==> src/smbus_cfg_pkg.sv <==
// Constants and types shared by the SMBus configuration and status block
package smbus_cfg_pkg;
  // Register address and layout
  localparam logic [7:0] CFG_ADDR = 8'hc1;
  localparam logic [7:0] CFG_RESET = 8'h00;
  localparam logic [7:0] CFG_WR_MASK = 8'hdf;
  localparam int BIT_ON = 7;
  localparam int BIT_INH = 6;
  localparam int BIT_BUSY = 5;
  localparam int BIT_HOLD = 4;
  localparam int BIT_TOE = 3;
  localparam int BIT_FTE = 2;
  localparam int CS_MSB = 1;
  localparam int CS_LSB = 0;
  // Clock source encodings
  localparam logic [1:0] CS_T0 = 2'h0;
  localparam logic [1:0] CS_T1 = 2'h1;
  localparam logic [1:0] CS_T2H = 2'h2;
  localparam logic [1:0] CS_T2L = 2'h3;
  // SDA timing in system clocks
  localparam logic [3:0] SETUP_NORM = 4'h1;
  localparam logic [3:0] SETUP_EXT = 4'hb;
  localparam logic [3:0] HOLD_NORM = 4'h3;
  localparam logic [3:0] HOLD_EXT = 4'hc;
  // Bus-free detection: more than this many source periods
  localparam logic [3:0] FREE_PERIODS = 4'ha;
  // Overflow ticks per SCL phase; two ticks guarantee one whole period
  localparam logic [3:0] LOW_TICKS = 4'h2;
  localparam logic [3:0] HIGH_TICKS = 4'h2;
  // Software-side SCL low timeout
  localparam int SCL_TIMEOUT_MS = 25;
  typedef enum logic [1:0] {
    M_IDLE = 2'b00,
    M_LOW = 2'b01,
    M_HIGH = 2'b11
  } master_state_t;
endpackage

==> src/smbus_config_control.sv <==
// SMBus configuration register, bus monitor, SCL pacing and SDA timing
`timescale 1ns/1ns
`default_nettype none
module smbus_config_control (
  // Clock and reset
  input wire logic sys_clk,
  input wire logic reset,
  // Special function register port
  input wire logic [7:0] sfr_addr,
  input wire logic sfr_wr,
  input wire logic [7:0] sfr_wdata,
  input wire logic sfr_rd,
  output logic [7:0] sfr_rdata,
  // Timer overflow pulses and timeout timer control
  input wire logic t0_ovf,
  input wire logic t1_ovf,
  input wire logic t2h_ovf,
  input wire logic t2l_ovf,
  input wire logic timer_split_mode,
  output logic timer_reload_high,
  output logic timer_reload_low,
  // Serial clock line
  input wire logic scl_in,
  output logic scl_out,
  output logic scl_oe_n,
  // Serial data line
  input wire logic sda_in,
  output logic sda_out,
  output logic sda_oe_n,
  // Byte engine side
  input wire logic master_clock_run,
  input wire logic sda_low_req,
  input wire logic addr_ack_req,
  output logic addr_ack_grant,
  input wire logic slave_event,
  input wire logic master_event,
  output logic event_irq,
  // Bus condition pulses
  output logic bus_start,
  output logic bus_stop,
  output logic bus_free
);

  function automatic logic [3:0] sat_inc4(input logic [3:0] v);
    return (v == 4'hf) ? v : v + 4'h1;
  endfunction

  logic [7:0] cfg_r;
  logic [7:0] cfg_nxt;
  logic busy_r;
  logic busy_nxt;
  logic [7:0] rdata_r;
  logic scl_s1_r;
  logic scl_s2_r;
  logic scl_d_r;
  logic sda_s1_r;
  logic sda_s2_r;
  logic sda_d_r;
  logic [3:0] free_cnt_r;
  logic [3:0] free_cnt_nxt;
  logic inh_act_r;
  logic irq_r;
  logic reload_high_r;
  logic reload_low_r;
  logic start_r;
  logic stop_r;
  logic free_r;
  logic [3:0] hold_cnt_r;
  logic [3:0] setup_cnt_r;
  logic sda_drive_r;
  logic sda_drive_nxt;
  smbus_cfg_pkg::master_state_t state_r;
  smbus_cfg_pkg::master_state_t state_nxt;
  logic [3:0] tick_cnt_r;
  logic [3:0] tick_cnt_nxt;
  logic scl_drive_r;
  logic scl_drive_nxt;

  // Configuration fields
  wire on = cfg_r[smbus_cfg_pkg::BIT_ON];
  wire inh = cfg_r[smbus_cfg_pkg::BIT_INH];
  wire ext_hold = cfg_r[smbus_cfg_pkg::BIT_HOLD];
  wire toe = cfg_r[smbus_cfg_pkg::BIT_TOE];
  wire fte = cfg_r[smbus_cfg_pkg::BIT_FTE];
  wire [1:0] cs = cfg_r[smbus_cfg_pkg::CS_MSB:smbus_cfg_pkg::CS_LSB];

  // Register decode
  wire cfg_hit = (sfr_addr == smbus_cfg_pkg::CFG_ADDR);
  wire cfg_we = sfr_wr & cfg_hit;
  wire [7:0] busy_bits = 8'(busy_r) << smbus_cfg_pkg::BIT_BUSY;
  wire [7:0] cfg_view = (cfg_r & smbus_cfg_pkg::CFG_WR_MASK) | busy_bits;

  // Pacing overflow selection
  wire tick = (cs == smbus_cfg_pkg::CS_T0) ? t0_ovf :
              (cs == smbus_cfg_pkg::CS_T1) ? t1_ovf :
              (cs == smbus_cfg_pkg::CS_T2H) ? t2h_ovf : t2l_ovf;

  // Bus conditions on the synchronised lines, only while enabled
  wire scl_fall = scl_d_r & ~scl_s2_r;
  wire lines_high = scl_s2_r & sda_s2_r;
  wire start_det = on & scl_s2_r & scl_d_r & sda_d_r & ~sda_s2_r;
  wire stop_det = on & scl_s2_r & scl_d_r & ~sda_d_r & sda_s2_r;
  wire free_det = on & fte & lines_high & tick & (free_cnt_r == smbus_cfg_pkg::FREE_PERIODS);

  // SDA timing limits
  wire [3:0] hold_min = ext_hold ? smbus_cfg_pkg::HOLD_EXT : smbus_cfg_pkg::HOLD_NORM;
  wire [3:0] setup_min = ext_hold ? smbus_cfg_pkg::SETUP_EXT : smbus_cfg_pkg::SETUP_NORM;
  wire hold_ok = (hold_cnt_r >= hold_min);
  wire setup_ok = (setup_cnt_r >= setup_min);
  // Our own SCL pull restarts the hold count, before the late synced fall is seen
  wire scl_grab = scl_drive_nxt & ~scl_drive_r;

  assign cfg_nxt = cfg_we ? (sfr_wdata & smbus_cfg_pkg::CFG_WR_MASK) : cfg_r;

  always_comb begin
    busy_nxt = busy_r;
    if (!on) begin
      busy_nxt = 1'b0;
    end else if (stop_det || free_det) begin
      busy_nxt = 1'b0;
    end else if (start_det) begin
      busy_nxt = 1'b1;
    end
  end

  // Counts source periods with both lines high; stops once past the limit
  always_comb begin
    free_cnt_nxt = free_cnt_r;
    if (!on || !fte || !lines_high) begin
      free_cnt_nxt = 4'h0;
    end else if (tick && free_cnt_r <= smbus_cfg_pkg::FREE_PERIODS) begin
      free_cnt_nxt = sat_inc4(free_cnt_r);
    end
  end

  // New SDA level is applied only after the hold time has passed
  always_comb begin
    sda_drive_nxt = sda_drive_r;
    if (!on) begin
      sda_drive_nxt = 1'b0;
    end else if (hold_ok) begin
      sda_drive_nxt = sda_low_req;
    end
  end

  // Master SCL pacing
  always_comb begin
    state_nxt = state_r;
    tick_cnt_nxt = tick_cnt_r;
    scl_drive_nxt = scl_drive_r;
    case (state_r)
      smbus_cfg_pkg::M_IDLE: begin
        scl_drive_nxt = 1'b0;
        tick_cnt_nxt = 4'h0;
        if (on && master_clock_run) begin
          state_nxt = smbus_cfg_pkg::M_LOW;
          scl_drive_nxt = 1'b1;
        end
      end
      smbus_cfg_pkg::M_LOW: begin
        if (tick) begin
          tick_cnt_nxt = sat_inc4(tick_cnt_r);
        end
        if (tick_cnt_r >= smbus_cfg_pkg::LOW_TICKS && setup_ok) begin
          state_nxt = smbus_cfg_pkg::M_HIGH;
          scl_drive_nxt = 1'b0;
          tick_cnt_nxt = 4'h0;
        end
      end
      smbus_cfg_pkg::M_HIGH: begin
        if (!scl_s2_r) begin
          tick_cnt_nxt = 4'h0;
        end else if (tick) begin
          tick_cnt_nxt = sat_inc4(tick_cnt_r);
        end
        if (scl_d_r && !scl_s2_r) begin
          // Another device pulled SCL low: follow it into the low phase
          state_nxt = smbus_cfg_pkg::M_LOW;
          scl_drive_nxt = 1'b1;
          tick_cnt_nxt = 4'h0;
        end else if (tick_cnt_r >= smbus_cfg_pkg::HIGH_TICKS) begin
          tick_cnt_nxt = 4'h0;
          if (master_clock_run) begin
            state_nxt = smbus_cfg_pkg::M_LOW;
            scl_drive_nxt = 1'b1;
          end else begin
            state_nxt = smbus_cfg_pkg::M_IDLE;
          end
        end
      end
      default: begin
        state_nxt = smbus_cfg_pkg::M_IDLE;
        scl_drive_nxt = 1'b0;
        tick_cnt_nxt = 4'h0;
      end
    endcase
    if (!on) begin
      state_nxt = smbus_cfg_pkg::M_IDLE;
      scl_drive_nxt = 1'b0;
      tick_cnt_nxt = 4'h0;
    end
  end

  always_ff @(posedge sys_clk) begin
    if (reset) begin
      cfg_r <= smbus_cfg_pkg::CFG_RESET;
      busy_r <= 1'b0;
      rdata_r <= 8'h00;
    end else begin
      cfg_r <= cfg_nxt;
      busy_r <= busy_nxt;
      rdata_r <= (sfr_rd && cfg_hit) ? cfg_view : 8'h00;
    end
  end

  always_ff @(posedge sys_clk) begin
    if (reset) begin
      scl_s1_r <= 1'b1;
      scl_s2_r <= 1'b1;
      scl_d_r <= 1'b1;
      sda_s1_r <= 1'b1;
      sda_s2_r <= 1'b1;
      sda_d_r <= 1'b1;
    end else begin
      scl_s1_r <= scl_in;
      scl_s2_r <= scl_s1_r;
      scl_d_r <= scl_s2_r;
      sda_s1_r <= sda_in;
      sda_s2_r <= sda_s1_r;
      sda_d_r <= sda_s2_r;
    end
  end

  always_ff @(posedge sys_clk) begin
    if (reset) begin
      free_cnt_r <= 4'h0;
      start_r <= 1'b0;
      stop_r <= 1'b0;
      free_r <= 1'b0;
    end else begin
      free_cnt_r <= free_cnt_nxt;
      start_r <= start_det;
      stop_r <= stop_det;
      free_r <= free_det;
    end
  end

  // Inhibit armed at a START; releasing the bit acts at once
  always_ff @(posedge sys_clk) begin
    if (reset) begin
      inh_act_r <= 1'b0;
      irq_r <= 1'b0;
    end else begin
      inh_act_r <= inh & (inh_act_r | start_det);
      irq_r <= on & (master_event | (slave_event & ~inh_act_r));
    end
  end

  always_ff @(posedge sys_clk) begin
    if (reset) begin
      reload_high_r <= 1'b0;
      reload_low_r <= 1'b0;
    end else begin
      reload_high_r <= on & toe & scl_s2_r;
      reload_low_r <= on & toe & scl_s2_r & ~timer_split_mode;
    end
  end

  always_ff @(posedge sys_clk) begin
    if (reset) begin
      hold_cnt_r <= 4'hf;
      setup_cnt_r <= 4'hf;
      sda_drive_r <= 1'b0;
    end else begin
      hold_cnt_r <= (scl_fall || scl_grab) ? 4'h0 : sat_inc4(hold_cnt_r);
      setup_cnt_r <= (sda_drive_nxt != sda_drive_r) ? 4'h0 : sat_inc4(setup_cnt_r);
      sda_drive_r <= sda_drive_nxt;
    end
  end

  always_ff @(posedge sys_clk) begin
    if (reset) begin
      state_r <= smbus_cfg_pkg::M_IDLE;
      tick_cnt_r <= 4'h0;
      scl_drive_r <= 1'b0;
    end else begin
      state_r <= state_nxt;
      tick_cnt_r <= tick_cnt_nxt;
      scl_drive_r <= scl_drive_nxt;
    end
  end

  assign sfr_rdata = rdata_r;
  assign timer_reload_high = reload_high_r;
  assign timer_reload_low = reload_low_r;
  assign scl_out = 1'b0;
  assign scl_oe_n = ~scl_drive_r;
  assign sda_out = 1'b0;
  assign sda_oe_n = ~sda_drive_r;
  assign addr_ack_grant = on & addr_ack_req & ~inh_act_r;
  assign event_irq = irq_r;
  assign bus_start = start_r;
  assign bus_stop = stop_r;
  assign bus_free = free_r;

endmodule
`default_nettype wire

==> config.mk <==
export PLATFORM = sky130hd
export DESIGN_NAME = smbus_config_control
export DESIGN_NICKNAME = d
export VERILOG_FILES = /design/src/smbus_cfg_pkg.sv /design/src/smbus_config_control.sv
export SDC_FILE = /design/constraint.sdc
export NUM_CORES = 1
export LEC_CHECK = 0
export BUFFER_PORTS_ARGS = -buffer_cell sky130_fd_sc_hd__buf_2
export CAP_MARGIN = 20
export CORE_UTILIZATION = 47
export DETAILED_ROUTE_END_ITERATION = 8
export PLACE_DENSITY = 0.74
export RECOVER_POWER = 25
export SETUP_SLACK_MARGIN = 0.02
export SKIP_LAST_GASP = 1
export SLEW_MARGIN = 20
export SYNTH_ARGS = -nofsm -noshare
export SYNTH_HDL_FRONTEND = slang
export SYNTH_SLANG_ARGS = --single-unit
==> constraint.sdc <==
create_clock -name sys_clk -period 1.85 [get_ports sys_clk]
set_input_delay 0.185 -clock sys_clk [delete_from_list [all_inputs] [get_ports sys_clk]]
set_output_delay 0.185 -clock sys_clk [all_outputs]
set_load 0.01 [all_outputs]
==> metrics, run 1 <==
CP max FO=4; setup TNS=0 ns; Synth area leaders=dfxtp_1 (46%), ha_1 (7.1%), mux2i_1 (4.7%); filler instances=403; WHS Endpoint=timer_reload_low$_SDFF_PP0_; Post-synth EDFFs=0; CP Cell Sequence=inv_2 > ha_2 > or4_4 > buf_6 > a211oi_4 > o21ai_2 > nor3_1; vias in the first global route=1536; Hold Crit Depth=2; max-cap violations=0; worst rel slew slack=54.4%; H-Tree Depth=2; GRT Total Usage=17.5%; pre-CTS WS=-0.0231 ns; sequential cell area fraction in the yosys report=46.2%; first-pass GRT wire length=about 6.8 mm; GPL Wtd Cong=about 0.82; final hold vios=0; Clock transition at path regs=0.10 ns; via count=between 1500 and 2000; Hold-fix buffers, CTS=0; CP startpoint kind=register; DR DRC count=0; critical path's largest stage delay=0.51 ns; Crit. End Element=register; synthesized cell area=2120 sq um; Die Y=69.2 um; gate count after technology mapping=225; Final Skew=about 0.008 ns; Die Width=69.2 um; Pwr Density=just over 900 nW/um^2; ys async rst share=0%; initial antenna violation count=0; Initial Util=48.8%; Worst path top cell family by delay=simple AND/OR/NAND/NOR gates; HP Class=in2reg; Synth top area share=46.2%; clock latency on the worst-skew pair=about 0.31 ns; worst vdd ir=0.549 mV; NetSw=around 700 uW; setup slack, reg-to-reg=0.02 ns; Worst Tran Pin Value=0.684 ns; Final min period=around 1.8 ns; Cell Rows=24; cts bufs inserted=5; IO Port Bufs=47; Detailed Routing Iterations Pass 1=4; routed vias/inst=around 5.1; diode count=0; die footprint=4790 sq um; status=complete, no violations; WS Path Type=reg2reg; final worst slack=0.0221 ns; switching power as a share of total power=29.4%; root buf cell=clkbuf_8; Total Power=2.39 mW; Post-DP HPWL=2.90 mm; Synth-to-Final Area Change=22.0%; drt initial violations=between 100 and 150; GR Overflow Total=0; Fmax=0.547 GHz; core area=roughly 4400 sq um; final setup violation count=0; RSZ-0062 raised after global routing=yes; period utilisation layout=98.8%; Worst R2R End=tick_cnt_r[2]$_SDFF_PP0_; Avg Synthesized Cell Area=between 9 and 10 sq um; CP arrival=2.06 ns; Hold WS=approximately 0.022 ns; synth warn=0; clk sink count=49; number of synthesized register bits=49; Crit Reg-Reg Startpoint=tick_cnt_r[0]$_SDFF_PP0_; slowest cell on the critical path=or4_4; CP Buf/Inv Count=2; HP Start=timer_split_mode; Routed Antenna Nets=0; nets=328; Clock power frac=27.1%; largest net degree at the start of global routing=19; sequential power share=around 50%; WL/cell=11.9 um; share of layout cells above drive strength 1=between 20% and 30%; reg2reg path depth=7; IO Pins=51; CTS tree=done; Crit path required time=2.09 ns; Synth area leader=dfxtp_1; LEAKAGE=1.15 nW; Max Slew Vio Count=0; DRT Wirelength=3.99 mm; Primary FF master, synth=dfxtp_1; synth unique cells=44; Internal=1.69 mW; Max Buffers Root-to-Sink=2; combinational power share=22.7%
-- worst register-to-register path, cell delays in order (launching register included) --
cell	delay, ns
dfxtp_2	0.36
inv_2	0.04
ha_2	0.16
or4_4	0.51
buf_6	0.15
a211oi_4	0.23
o21ai_2	0.12
nor3_1	0.18
-- worst max path at each step --
stage                                  to                startpoint  slack [ns]  cells after the start
6_report         tick_cnt_r[2]$_SDFF_PP0_  tick_cnt_r[0]$_SDFF_PP0_        0.02                      7
5_1_grt          tick_cnt_r[3]$_SDFF_PP0_  tick_cnt_r[0]$_SDFF_PP0_       -0.04                      7
4_1_cts          tick_cnt_r[2]$_SDFF_PP0_     cfg_r[4]$_SDFFE_PP0P_        0.03                      7
2_1_floorplan  hold_cnt_r[0]$_SDFFE_PP1P_  tick_cnt_r[0]$_SDFF_PP0_        0.07                      8
3_3_place_gp     tick_cnt_r[2]$_SDFF_PP0_     cfg_r[4]$_SDFFE_PP0P_        0.02                      7
3_5_place_dp     tick_cnt_r[3]$_SDFF_PP0_     cfg_r[4]$_SDFFE_PP0P_       -0.02                      7
-- cells in the mapped netlist (2+ instances only) --
cell type / n
mux2i_1: 10
and2_1: 6
inv_1: 10
and4b_1: 2
nand2_1: 9
nand3_1: 8
a211o_1: 2
nor2_1: 26
or2_2: 6
xnor2_1: 4
o21a_1: 2
o21ai_0: 7
buf_4: 2
and3_1: 3
o21bai_1: 4
a31oi_1: 2
nor3_1: 9
clkbuf_1: 5
ha_1: 12
a211oi_1: 3
a41oi_1: 2
nand4_1: 2
a21oi_1: 12
nor2b_1: 5
nand2b_1: 5
dfxtp_1: 49
-- power groups by stage --
stage               logic (mW)  registers (mW)  clock network [mW]
floorplan                0.413            1.21                   0
global placement         0.499            1.22                   0
detailed placement       0.524            1.22                   0
CTS                      0.536            1.20               0.671
global route             0.621            1.21               0.710
finish                   0.544            1.20               0.649
-- kinds of logic after synthesis --
family,share of synthesized area (%)
AOI/OAI and AO/OA,12.1
xor gates and xnor gates,2.06
adders and majority gates,7.07
buffers and inverters,3.89
DFF,46.2
muxes,6.30
other,0.177
and+or+nand+nor,22.2
-- layer usage --
layer,vias to the layer above,wire length [um],GRT usage (%)
met5,-,0,0
met1,775,1840,21.6
met4,0,68,6.80
met3,6,196,4.22
met2,47,1890,29.3
li1,896,-,-
-- registers in the layout, summed over array words and instances, names as in the netlist, 2 cells and up --
signal,cells
cfg_r,7
setup_cnt_r,4
hold_cnt_r,4
free_cnt_r,4
tick_cnt_r,4
sfr_rdata,8
state_r,2
-- cell usage in the layout (no fill, tap or decap), types with 2 or more instances in the layout --
master | Yosys | layout
or2_2 | 6 | 6
a21oi_1 | 12 | 11
clkbuf_1 | 5 | 10
ha_1 | 12 | 11
nand4_1 | 2 | 2
conb_1 | 1 | 2
and4b_1 | 2 | 2
buf_2 | 0 | 38
nand3_1 | 8 | 8
dfxtp_1 | 49 | 48
mux2i_1 | 10 | 10
buf_4 | 2 | 10
clkbuf_8 | 0 | 5
a31oi_1 | 2 | 2
and3_1 | 3 | 3
nor2b_1 | 5 | 5
o21a_1 | 2 | 2
a211o_1 | 2 | 2
a41oi_1 | 2 | 2
inv_2 | 0 | 2
o21bai_1 | 4 | 4
nand2b_1 | 5 | 5
inv_6 | 0 | 2
and2_1 | 6 | 6
a211oi_1 | 3 | 2
inv_1 | 10 | 8
xnor2_1 | 4 | 4
nand2_1 | 9 | 9
nor3_1 | 9 | 8
nor2_1 | 26 | 26
o21ai_0 | 7 | 7
-- through the flow --
stage / instances / util [%] / area [sq um]
2_1_floorplan: 226 / - / 2130
3_3_place_gp: 326 / 56.3 / 2450
3_5_place_dp: 326 / 56.3 / 2450
4_1_cts: 334 / 58.8 / 2560
5_1_grt: 337 / 59.5 / 2590
6_report: 337 / 59.5 / 2590
-- area by class of cell --
cell class	instances	area [sq um]	area share [%]
clock buffers	5	68.8	2.66
repair buffers	59	314	12.1
multi-input cells	159	1100	42.4
flip-flops and latches	49	982	37.9
inverters	10	37.5	1.45
well taps	52	65.1	2.51
clock inverters	3	25.0	0.966
-- repair_timing --
item | in CTS | in global routing
pin swaps | 1 | 8
buffers inserted | 0 | 3
cloned | 0 | 0
setup endpoints to repair | 6 | 10
hold endpoints to repair | 0 | 0
gates resized for setup | 4 | 7
Note: power is estimated with default switching activity, not from simulation.
==> run 2, diff against run 1 <==
--- a/config.mk
+++ b/config.mk
@@ -7,9 +7,10 @@
 export LEC_CHECK = 0
 export BUFFER_PORTS_ARGS = -buffer_cell sky130_fd_sc_hd__buf_2
 export CAP_MARGIN = 20
-export CORE_UTILIZATION = 47
+export CORE_UTILIZATION = 50
+export CTS_BUF_LIST = sky130_fd_sc_hd__clkbuf_4
 export DETAILED_ROUTE_END_ITERATION = 8
-export PLACE_DENSITY = 0.74
+export PLACE_DENSITY = 0.78
 export RECOVER_POWER = 25
 export SETUP_SLACK_MARGIN = 0.02
 export SKIP_LAST_GASP = 1
==> run 2 against run 1 <==
  * Fmax grew 1.5%
  * Sequential cell count did not move
  * Final area is 0.82% lower
  * Clock skew is 0.0053 ns higher
  * Sequential power barely moved
  * Worst hold slack better by 0.0028 ns
  * Critical path depth unchanged
  * Critical path type unchanged
  * Combinational power shrank 2%
  * First-iteration DRC count is 34% lower
  * Power shrank 5.2%
  * Clock power is 18% lower
==> metrics, run 2 (same netlist as run 1, synthesis figures left out) <==
GR Util met1=25.8% (+4.2 points); final hold vios=0 (unchanged); commonest cells after routing, fill and taps aside=dfxtp_1 (47), buf_2 (39), nor2_1 (26); Fmax=0.555 GHz (+1.5%); setup TNS=0 ns (unchanged); Die Y=67.2 um (-3.0%); Cell Rows=23 (-4.2%); HP Class=in2reg; Pwr Density=882 nW/um^2 (-4.4%); cts bufs inserted=5 (unchanged); Routed Antenna Nets=0 (unchanged); Most Crowded Layer GR=met2; IO Pins=51 (unchanged); final setup violation count=0 (unchanged); IO Port Bufs=47 (unchanged); CP arrival=2.11 ns (+0.05 ns); Crit path required time=2.16 ns (+0.07 ns); LEAKAGE=1.13 nW (-1.1%); Crit. End Element=register; root buf cell=clkbuf_4; met2 usage=34.9% (+5.5 points); Max Buffers Root-to-Sink=2 (unchanged); largest net degree at the start of global routing=19 (unchanged); die footprint=4510 sq um (-5.8%); worst vdd ir=0.495 mV (-9.8%); DRT Wirelength=4.09 mm (+2.4%); reg2reg path depth=7 (unchanged); first-pass GRT wire length=7.07 mm (+4.6%); Post-DP HPWL=3.01 mm (+3.7%); GPL Wtd Cong=0.826 (+1.2%); Detailed Routing Iterations Pass 1=4 (unchanged); Final Skew=0.0132 ns (+0.00534 ns); Initial Util=52.7% (+3.9 points); filler instances=366 (-9.2%); routed vias/inst=5.17 (+1.1%); CTS tree=done; Die Width=67.2 um (-3.0%); clk sink count=49 (unchanged); WL/cell=12.3 um (+3.7%); CP startpoint kind=register; period utilisation layout=97.3% (-1.5 points); WHS Endpoint=event_irq$_SDFF_PP0_; GR Overflow Total=0 (unchanged); Final min period=1.80 ns (-0.0271 ns); Worst R2R End=hold_cnt_r[1]$_SDFFE_PP1P_; diode count=0 (unchanged); vias in the first global route=1617 (+5.3%); placed cells=321 (-1.5%); commonest non-fill, non-tap cell in the layout=dfxtp_1; clock latency on the worst-skew pair=0.37 ns (+0.06 ns); max reg flops=8 (unchanged); status=complete, no violations; final instance area=2570 sq um (-0.82%); initial antenna violation count=0 (unchanged); GRT Total Usage=20.8% (+3.3 points); Finished Layout Cells=333 (-1.2%); Crit Reg-Reg Startpoint=tick_cnt_r[0]$_SDFF_PP0_; GR Layer Usage met3=4.56% (+0.35 points); core area=4030 sq um (-7.5%); Hold Crit Depth=3 (+1); Max Slew Vio Count=0 (unchanged); setup slack, reg-to-reg=0.05 ns (+0.03 ns); Synth-to-Final Area Change=21.0%; H-Tree Depth=2 (unchanged); WS Path Type=reg2reg; max-cap violations=0 (unchanged); RSZ-0062 raised after global routing=yes; DR DRC count=0 (unchanged); share of layout cells above drive strength 1=26.5% (-0.16 points); drt initial violations=69 (-34%); CP max FO=6 (+2); nets=326 (-0.61%); Clock transition at path regs=0.16 ns (+0.06 ns); placement-stage cell area=2430 sq um (-1.0%); via count=1723 (-0.058%); HP Start=master_event
==> run 2: cell count changes in the layout (fill, tap and decap cells not counted), moves of 3 or more <==
cell | before | now
clkbuf_8 | 5 | 0
buf_4 | 10 | 6
clkbuf_4 | 0 | 5
dlygate4sd3_1 | 0 | 3
==> run 2: worst max path at each step <==
stage	from	end	slack [ns]
4_1_cts	cfg_r[4]$_SDFFE_PP0P_	tick_cnt_r[2]$_SDFF_PP0_	0.04
3_5_place_dp	tick_cnt_r[0]$_SDFF_PP0_	hold_cnt_r[3]$_SDFFE_PP1P_	-0.001
6_report	tick_cnt_r[0]$_SDFF_PP0_	hold_cnt_r[1]$_SDFFE_PP1P_	0.05
2_1_floorplan	tick_cnt_r[0]$_SDFF_PP0_	hold_cnt_r[0]$_SDFFE_PP1P_	0.07
5_1_grt	tick_cnt_r[0]$_SDFF_PP0_	hold_cnt_r[3]$_SDFFE_PP1P_	-0.03
3_3_place_gp	cfg_r[4]$_SDFFE_PP0P_	tick_cnt_r[2]$_SDFF_PP0_	0.04
==> run 2: critical path, cell delays in order, from the launching register on <==
cell	delay, ns
dfxtp_2	0.36
inv_2	0.04
ha_1	0.18
or4_4	0.46
a41o_1	0.29
a31oi_2	0.21
nor3_4	0.09
nor2_1	0.11
==> run 2: stage by stage <==
stage / total power, mW / utilization, % / setup WS, ns / hold WS [ns]
after CTS: 2.27 / 63.1 / 0.0353 / 0.0201
after global routing: 2.43 / 63.8 / -0.0300 / 0.0183
final: 2.27 / 63.8 / 0.0492 / 0.0245
after detailed placement: 1.73 / 60.2 / -0.00114 / 0.343
after global placement: 1.70 / 60.2 / 0.0402 / 0.342
after floorplan: 1.62 / - / 0.0653 / 0.257
==> run 2: what timing repair did <==
| action | CTS | global route |
|---|---|---|
| setup endpoints to repair | 6 | 13 |
| setup buffers | 1 | 0 |
| hold buffers | 3 | 0 |
| gates resized for setup | 5 | 8 |
| pin swaps | 1 | 8 |
| endpoints found under the hold margin | 3 | 0 |
==> run 2: metal layers <==
metal | share of wire [%] | vias to the layer above
li1 | - | 899
met1 | 49 | 773
met2 | 46 | 43
met3 | 3.8 | 8
met4 | 1.8 | 0
met5 | 0 | -
==> run 2: power breakdown <==
| group | switching, mW | internal, mW | leakage, nW |
|---|---|---|---|
| logic | 0.248 | 0.283 | 0.698 |
| clock network | 0.365 | 0.164 | 0.0366 |
| registers | 0.0772 | 1.13 | 0.399 |
==> run 2: cell type report <==
| class | count | area [sq um] | area share [%] |
|---|---|---|---|
| tap | 50 | 62.6 | 2.43 |
| clock buffer | 5 | 37.5 | 1.46 |
| multi-input combinational | 159 | 1120 | 43.5 |
| sequential | 49 | 983 | 38.3 |
| timing repair buffer | 57 | 304 | 11.8 |
| inverter | 10 | 37.5 | 1.46 |
| clock inverter | 3 | 26.3 | 1.02 |
